### src/hw/bsdr_pkg.sv
// Constants for the bridge switching diagnostic register bank.
// Assumes a register access port driven by the device's serial frame decoder.
// Contract
// - High-side 1/2/3 flags bits 0/2/4, clear-on-read
// - Low-side 1/2 flags bits 1/3, clear-on-read
// - Low-side 3 flag bit 5, same behaviour
// - Restart zeroes status bits 15,11,7,6, keeps rest
// - Power-on or soft reset zeroes every register
// - Restart zeroes timing reserved bits, keeps fields
// - Turn-off delay count in bits 13:8
// - Turn-on delay count in bits 5:0
// - Bridges 1,2 fall count in bits 13:8
// - Bridges 1,2 rise count in bits 5:0
// - Bridge 3 edge register, same layout
// - Timing reserved bits 15:14, 7:6 read zero
package bsdr_pkg;
    // Register access port geometry
    localparam int BSDR_ADDR_W = 7;
    localparam int BSDR_DATA_W = 16;
    localparam int BSDR_CNT_W = 6;
    localparam int BSDR_BRIDGES = 3;
    localparam int BSDR_FLAGS = 6;
    // Register addresses
    localparam logic [6:0] BSDR_ADDR_OV_STATUS = 7'h52;
    localparam logic [6:0] BSDR_ADDR_DELAY1 = 7'h53;
    localparam logic [6:0] BSDR_ADDR_DELAY2 = 7'h54;
    localparam logic [6:0] BSDR_ADDR_DELAY3 = 7'h55;
    localparam logic [6:0] BSDR_ADDR_EDGE1 = 7'h56;
    localparam logic [6:0] BSDR_ADDR_EDGE2 = 7'h57;
    localparam logic [6:0] BSDR_ADDR_EDGE3 = 7'h58;
    // Field positions inside a timing word
    localparam int BSDR_HI_LSB = 8;
    localparam int BSDR_LO_LSB = 0;
    // Status flag positions: high side i at 2i, low side i at 2i+1
    localparam int BSDR_HS_BIT0 = 0;
    localparam int BSDR_LS_BIT0 = 1;
    // Reset values
    localparam logic [15:0] BSDR_RESET_WORD = 16'h0000;
    localparam logic [5:0] BSDR_FLAGS_RESET = 6'h00;
    localparam logic [5:0] BSDR_CNT_RESET = 6'h00;
    // Weight of one timing count, in ns
    localparam real BSDR_COUNT_LSB_NS = 53.3;
    // Decoded register selector
    typedef enum logic [2:0] {
        BSDR_SEL_NONE = 3'h0,
        BSDR_SEL_STATUS = 3'h1,
        BSDR_SEL_DELAY = 3'h2,
        BSDR_SEL_EDGE = 3'h3
    } bsdr_sel_t;
endpackage

### src/hw/bsdr_regs.sv
// Diagnostic register bank: overvoltage flags and switching time counts.
// Assumes detector pulses, measurement strobes, restart and soft reset all
// come from logic on core_clk, and the serial decoder gives one-cycle strobes.
`timescale 1ns/1ns
module bsdr_regs (
    // Clock and reset
    input wire logic core_clk,
    input wire logic rst,
    // Device reset events
    input wire logic soft_reset_pulse,
    input wire logic restart_pulse,
    // Register access from the serial frame decoder
    input wire logic [6:0] reg_addr,
    input wire logic reg_rd_strobe,
    input wire logic reg_wr_strobe,
    input wire logic [15:0] reg_wr_data,
    output logic [15:0] reg_rd_data,
    output logic reg_rd_valid,
    // Overvoltage detector pulses, bit 2i high side, 2i+1 low side
    input wire logic [5:0] ov_event,
    // Measured switching times per bridge
    input wire logic [2:0] meas_valid,
    input wire logic [2:0][5:0] meas_turnon_count,
    input wire logic [2:0][5:0] meas_turnoff_count,
    input wire logic [2:0][5:0] meas_rise_count,
    input wire logic [2:0][5:0] meas_fall_count
);

    // Register selection for an address
    function automatic bsdr_pkg::bsdr_sel_t addr_sel(input logic [6:0] a);
        unique case (a)
            bsdr_pkg::BSDR_ADDR_OV_STATUS: addr_sel = bsdr_pkg::BSDR_SEL_STATUS;
            bsdr_pkg::BSDR_ADDR_DELAY1,
            bsdr_pkg::BSDR_ADDR_DELAY2,
            bsdr_pkg::BSDR_ADDR_DELAY3: addr_sel = bsdr_pkg::BSDR_SEL_DELAY;
            bsdr_pkg::BSDR_ADDR_EDGE1,
            bsdr_pkg::BSDR_ADDR_EDGE2,
            bsdr_pkg::BSDR_ADDR_EDGE3: addr_sel = bsdr_pkg::BSDR_SEL_EDGE;
            default: addr_sel = bsdr_pkg::BSDR_SEL_NONE;
        endcase
    endfunction

    // Bridge index for a timing address
    function automatic logic [1:0] addr_bridge(input logic [6:0] a);
        unique case (a)
            bsdr_pkg::BSDR_ADDR_DELAY2, bsdr_pkg::BSDR_ADDR_EDGE2: addr_bridge = 2'h1;
            bsdr_pkg::BSDR_ADDR_DELAY3, bsdr_pkg::BSDR_ADDR_EDGE3: addr_bridge = 2'h2;
            default: addr_bridge = 2'h0;
        endcase
    endfunction

    // Pack two counts into a timing word, reserved bits zero
    function automatic logic [15:0] pack_word(input logic [5:0] hi, input logic [5:0] lo);
        pack_word = {2'h0, hi, 2'h0, lo};
    endfunction

    // Sticky overvoltage flags
    logic [5:0] flags_reg;
    logic [5:0] flags_next;
    // Timing fields per bridge
    logic [2:0][5:0] turnon_reg;
    logic [2:0][5:0] turnon_next;
    logic [2:0][5:0] turnoff_reg;
    logic [2:0][5:0] turnoff_next;
    logic [2:0][5:0] rise_reg;
    logic [2:0][5:0] rise_next;
    logic [2:0][5:0] fall_reg;
    logic [2:0][5:0] fall_next;
    // Registered read answer
    logic [15:0] rd_data_reg;
    logic [15:0] rd_data_next;
    logic rd_valid_reg;
    logic rd_valid_next;
    // Decoded access
    bsdr_pkg::bsdr_sel_t rd_sel;
    logic [1:0] rd_bridge;
    logic status_read;

    assign rd_sel = addr_sel(reg_addr);
    assign rd_bridge = addr_bridge(reg_addr);
    assign status_read = reg_rd_strobe && (rd_sel == bsdr_pkg::BSDR_SEL_STATUS);

    // Flag next state: set beats the read clear so no event is lost.
    // Writes never reach the flags; restart keeps them since only the
    // unimplemented and reserved bits are cleared then.
    always_comb begin
        if (soft_reset_pulse) begin
            flags_next = bsdr_pkg::BSDR_FLAGS_RESET;
        end else if (status_read) begin
            flags_next = ov_event;
        end else begin
            flags_next = flags_reg | ov_event;
        end
    end

    // Timing next state: clear on soft reset, else load on a measurement strobe, otherwise hold.
    // Restart and host writes leave the fields untouched.
    always_comb begin
        turnon_next = turnon_reg;
        turnoff_next = turnoff_reg;
        rise_next = rise_reg;
        fall_next = fall_reg;
        for (int b = 0; b < bsdr_pkg::BSDR_BRIDGES; b++) begin
            if (soft_reset_pulse) begin
                turnon_next[b] = bsdr_pkg::BSDR_CNT_RESET;
                turnoff_next[b] = bsdr_pkg::BSDR_CNT_RESET;
                rise_next[b] = bsdr_pkg::BSDR_CNT_RESET;
                fall_next[b] = bsdr_pkg::BSDR_CNT_RESET;
            end else if (meas_valid[b]) begin
                turnon_next[b] = meas_turnon_count[b];
                turnoff_next[b] = meas_turnoff_count[b];
                rise_next[b] = meas_rise_count[b];
                fall_next[b] = meas_fall_count[b];
            end
        end
    end

    // Read answer: shows the value held before this cycle's updates.
    // Unmapped reads answer zero; writes get no answer at all.
    always_comb begin
        rd_valid_next = reg_rd_strobe;
        rd_data_next = bsdr_pkg::BSDR_RESET_WORD;
        if (reg_rd_strobe) begin
            unique case (rd_sel)
                bsdr_pkg::BSDR_SEL_STATUS: begin
                    // Upper bits and bits 7:6 read zero
                    rd_data_next = {10'h000, flags_reg};
                end
                bsdr_pkg::BSDR_SEL_DELAY: begin
                    rd_data_next = pack_word(turnoff_reg[rd_bridge], turnon_reg[rd_bridge]);
                end
                bsdr_pkg::BSDR_SEL_EDGE: begin
                    rd_data_next = pack_word(fall_reg[rd_bridge], rise_reg[rd_bridge]);
                end
                bsdr_pkg::BSDR_SEL_NONE: begin
                    rd_data_next = bsdr_pkg::BSDR_RESET_WORD;
                end
            endcase
        end
    end

    // State registers; power-on reset loads zero everywhere
    always_ff @(posedge core_clk or posedge rst) begin
        if (rst) begin
            flags_reg <= bsdr_pkg::BSDR_FLAGS_RESET;
            turnon_reg <= '0;
            turnoff_reg <= '0;
            rise_reg <= '0;
            fall_reg <= '0;
            rd_data_reg <= bsdr_pkg::BSDR_RESET_WORD;
            rd_valid_reg <= 1'h0;
        end else begin
            flags_reg <= flags_next;
            turnon_reg <= turnon_next;
            turnoff_reg <= turnoff_next;
            rise_reg <= rise_next;
            fall_reg <= fall_next;
            rd_data_reg <= rd_data_next;
            rd_valid_reg <= rd_valid_next;
        end
    end

    assign reg_rd_data = rd_data_reg;
    assign reg_rd_valid = rd_valid_reg;
endmodule
### config.mk
export PLATFORM = sky130hd
export DESIGN_NAME = bsdr_regs
export DESIGN_NICKNAME = d
export VERILOG_FILES = /design/src/hw/bsdr_pkg.sv /design/src/hw/bsdr_regs.sv
export SDC_FILE = /design/constraint.sdc
export NUM_CORES = 1
export LEC_CHECK = 0
export ABC_AREA = 1
export BUFFER_PORTS_ARGS = -buffer_cell sky130_fd_sc_hd__buf_2
export CAP_MARGIN = 15
export CORE_MARGIN = 4
export CORE_UTILIZATION = 52
export CTS_CLUSTER_SIZE = 10
export DETAILED_ROUTE_END_ITERATION = 12
export PLACE_DENSITY = 0.77
export SLEW_MARGIN = 20
export SYNTH_ARGS = -nofsm -noshare
export SYNTH_HDL_FRONTEND = slang
export SYNTH_SLANG_ARGS = --single-unit
### constraint.sdc
create_clock -name core_clk -period 3.5 [get_ports core_clk]
set_clock_uncertainty 0.2 [all_clocks]
set_input_delay 0 -clock core_clk [delete_from_list [all_inputs] [get_ports core_clk]]
set_output_delay 0 -clock core_clk [all_outputs]
set_load 0.03 [all_outputs]
==> flow_summary.json, run 1 <==
{
  "outcome": "did not finish",
  "haltStage": "clock tree synthesis (4_1_cts)",
  "tool.error": "[ERROR RSZ-0060] Max buffer count reached.",
  "synth_seq_cells": 91,
  "postCtsHoldBufs": 157,
  "numCtsBuffers": 9,
  "gp_congestion": 0.819,
  "synth_edf_count": 0,
  "die_h_um": 101,
  "clock_path_buffers": 2,
  "yosysTopAreaCell": "dfrtp_1",
  "post_cts_buffers": 0,
  "syn_inst": 581,
  "ios": 127,
  "synth_area_sq_um": 4510,
  "cts.sinks": 91,
  "io_buffer_count": 104,
  "synthTopCellsByCount": "nand2_1 (144), nand3_1 (102), dfrtp_1 (91), inv_1 (81), o21ai_0 (72)",
  "die_w_um": 101,
  "htreeDepth": 3,
  "ys.flop_type": "dfrtp_1",
  "place_ws_ns": 1.42,
  "synthTopCellsByArea": "dfrtp_1 (51%), nand2_1 (12%), nand3_1 (11%)",
  "synth.most_common_cell": "nand2_1",
  "synth_top_area_share_pct": 50.5,
  "yosys_warnings": 0,
  "syn_area_per_cell_sq_um": 7.75,
  "initial_core_util_pct": 54.0,
  "synth_cell_types": 25,
  "dpl_cell_area_sq_um": 4990,
  "ys_seq_area_share_pct": 50.5,
  "hpwl_um": 8020,
  "cts.repair.resized": 0,
  "cts-root-buf": "clkbuf_8",
  "num_rows": 33,
  "ys_async_sr_fraction_pct": 100
}
[cell families after synthesis]
logic type | count (synthesis) | share of synthesized area, %
and+or+nand+nor | 276 | 27.4
buffers and inverters | 122 | 11.6
AOI/OAI and AO/OA | 91 | 10.4
DFF | 91 | 50.5
other | 1 | 0.0832
[through the flow]
step | instances | hold WS (ns)
3_3_place_gp | 758 | -0.0672
3_5_place_dp | 758 | -0.0576
2_1_floorplan | 584 | -0.169
==> inputs of run 2 (changes only) <==
CORE_UTILIZATION = 40   (was 52)
CTS_CLUSTER_SIZE = unset   (was 10)
PLACE_DENSITY = unset   (was 0.77)
PLACE_DENSITY_LB_ADDON = 0.15   (was unset)
==> run 2 against run 1 <==
- the flow now finishes, with violations (negative hold slack)
- synthesized cell count did not move
- synthesized area did not move
==> flow_summary.json, run 2 <==
{
  "critPathBufInv": 4,
  "finalSetupTns_ns": 0,
  "ios": 127,
  "worstMarginPinSlew_ns": 0.942,
  "drive_above_1_share_pct": 17.5,
  "die_w_um": 114,
  "final_common_cell": "nand2_1",
  "synth_top_area_share_pct": 50.5,
  "htreeDepth": 3,
  "grt_max_degree": 73,
  "cts-root-buf": "clkbuf_16",
  "coreArea_sq_um": 10900,
  "clock_path_buffers": 2,
  "hold_ws_ns": -0.00395,
  "die_area_sq_um": 13000,
  "synth_area_sq_um": 4510,
  "vias_per_cell": 4.83,
  "post_drt_wl_per_cell_um": 14.1,
  "grt_remaining_overflow": 0,
  "drt-initial-drc-count": 275,
  "synth_cell_types": 25,
  "synthTopCellsByArea": "dfrtp_1 (51%), nand2_1 (12%), nand3_1 (11%)",
  "syn_inst": 581,
  "worstPathRequired_ns": 3.52,
  "nNetsFinal": 910,
  "fin_crit_ns": 2.41,
  "stdcell_count": 944,
  "yosys_warnings": 0,
  "vias": 4561,
  "max_freq_ghz": 0.415,
  "grt_pass1_vias": 4823,
  "cts.sinks": 91,
  "numCtsBuffers": 9,
  "die_h_um": 114,
  "min_path_type": "in -> async",
  "violations": "negative hold slack",
  "synthToLayoutAreaGrowth_pct": 48.1,
  "syn_area_per_cell_sq_um": 7.75,
  "cp_cell_sequence": "dlygate4sd3_1 -> buf_2 -> nand2_1 -> nor2_1 -> nand4_1 -> nor2_2 -> inv_1 -> a21oi_1 -> nor2_1 -> dlygate4sd3_1",
  "rsz0062_at_grt": "false",
  "final_cell_mix": "nand2_1 (144), dlygate4sd3_1 (136), buf_2 (104)",
  "hold_violations": 10,
  "yosysTopAreaCell": "dfrtp_1",
  "crit_slowest_cell": "dlygate4sd3_1",
  "drc": 0,
  "nFillCells": 1000,
  "num_rows": 38,
  "ys.flop_type": "dfrtp_1",
  "setup-violations-final": 0,
  "power.leakage_nw": 3.21,
  "synth_seq_cells": 91,
  "startpoint_type": "input port",
  "insertion_delay_ns": 0.34,
  "cp.arrival_ns": 2.43,
  "gp_congestion": 0.851,
  "drt_pass1_iterations": 5,
  "cts_tree": "yes",
  "grt_first_pass_wirelength_um": 22700,
  "initial_core_util_pct": 41.2,
  "synthTopCellsByCount": "nand2_1 (144), nand3_1 (102), dfrtp_1 (91), inv_1 (81), o21ai_0 (72)",
  "path_class": "in -> reg",
  "synth.most_common_cell": "nand2_1",
  "io_buffer_count": 104,
  "hpwl_um": 8320,
  "post_cts_buffers": 0,
  "clk_pin_slew_ns": 0.06,
  "antenna_found_initial": 0,
  "grt.total_usage_pct": 22.0,
  "ir_drop_uv": 287,
  "outcome": "finished with violations",
  "finalCritPeriodShare_pct": 68.9,
  "power_mw": 2.41,
  "antenna_left": 0,
  "synth_edf_count": 0,
  "slew_headroom_pct": 37.1,
  "ys_seq_area_share_pct": 50.5,
  "worstPathMaxFanout": 7,
  "slew_violations": 0,
  "crit_path_end_kind": "flip-flop",
  "dp_cells": 793,
  "ys_async_sr_fraction_pct": 100,
  "antenna_cells": 0,
  "drt_wl_total_um": 13400,
  "pwr_density_cell_nw_per_um2": 361,
  "critPathMaxStageDelay_ns": 0.55,
  "max-cap-violations": 0,
  "cp_top_family": "buffers and inverters"
}
-- run 2: cell counts after synthesis --
Identical to the previous run, type by type.
-- run 2: cell type report --
type / instances / area (sq um) / share of cell area [%]
Clock buffer: 13 / 270 / 4.05
Multi-Input combinational cell: 371 / 1720 / 25.7
Inverter: 84 / 318 / 4.76
Sequential cell: 91 / 2280 / 34.1
Timing Repair Buffer: 243 / 1900 / 28.5
Tap cell: 140 / 175 / 2.63
Clock inverter: 2 / 10.0 / 0.150
-- run 2: report_power, final --
part	total, mW	internal [mW]	switching [mW]
logic	0.358	0.176	0.183
clock network	0.922	0.534	0.388
registers	1.13	1.10	0.0224
-- run 2: routing by layer --
| metal | track usage [%] | vias up | wire length [um] |
|---|---|---|---|
| met5 | 0 | - | 0 |
| met4 | 9.18 | 0 | 324 |
| met3 | 3.81 | 25 | 611 |
| met2 | 36.5 | 124 | 6440 |
| met1 | 28.6 | 2143 | 5980 |
| li1 | - | 2269 | - |
-- run 2: final timing paths --
check	from	endpoint	slack (ns)	cells after the start
worst max-delay path	reg_addr[4]	flags_reg[2]	1.09	10
worst min-delay path	rst	fall_reg[1]	-0.004	3
worst max register to register	flags_reg[2]	flags_reg[2]	2.04	3
worst min register to register	flags_reg[0]	reg_rd_data[0]	0.28	2
max in group asynchronous	rst	reg_rd_data[0]	2.31	4
min in group core_clk	meas_valid[1]	turnon_reg[6]	0.01	3
-- run 2: worst register-to-register path: cells and delay by family, from the launching register on --
| family | cells | cell delay (ns) |
|---|---|---|
| compound gates | 1 | 0.16 |
| buf+inv | 1 | 0.55 |
| flops | 1 | 0.38 |
| simple gates | 1 | 0.05 |
-- run 2: logic make-up after synthesis --
| logic type | Yosys count | share of synthesized area, % |
|---|---|---|
| simple gates | 276 | 27.4 |
| flops | 91 | 50.5 |
| buf+inv | 122 | 11.6 |
| other cells | 1 | 0.0832 |
| compound gates | 91 | 10.4 |
-- run 2: through the flow --
step	setup WS (ns)	util (%)	hold WS (ns)	cell area, sq um
final	1.09	61.0	-0.00395	6670
after CTS	1.10	61.0	0.00192	6670
after global placement	1.47	46.0	-0.181	5030
after detailed placement	1.46	46.0	-0.184	5030
after global routing	0.912	61.0	0.0361	6670
after floorplan	0.936	-	-0.169	4520
-- run 2: timing repair --
| action | in CTS | in global routing |
|---|---|---|
| resized for setup | 0 | 0 |
| endpoints found under the hold margin | 179 | 0 |
| hold buffers | 136 | 0 |
Power figures use the tool's default switching activity.
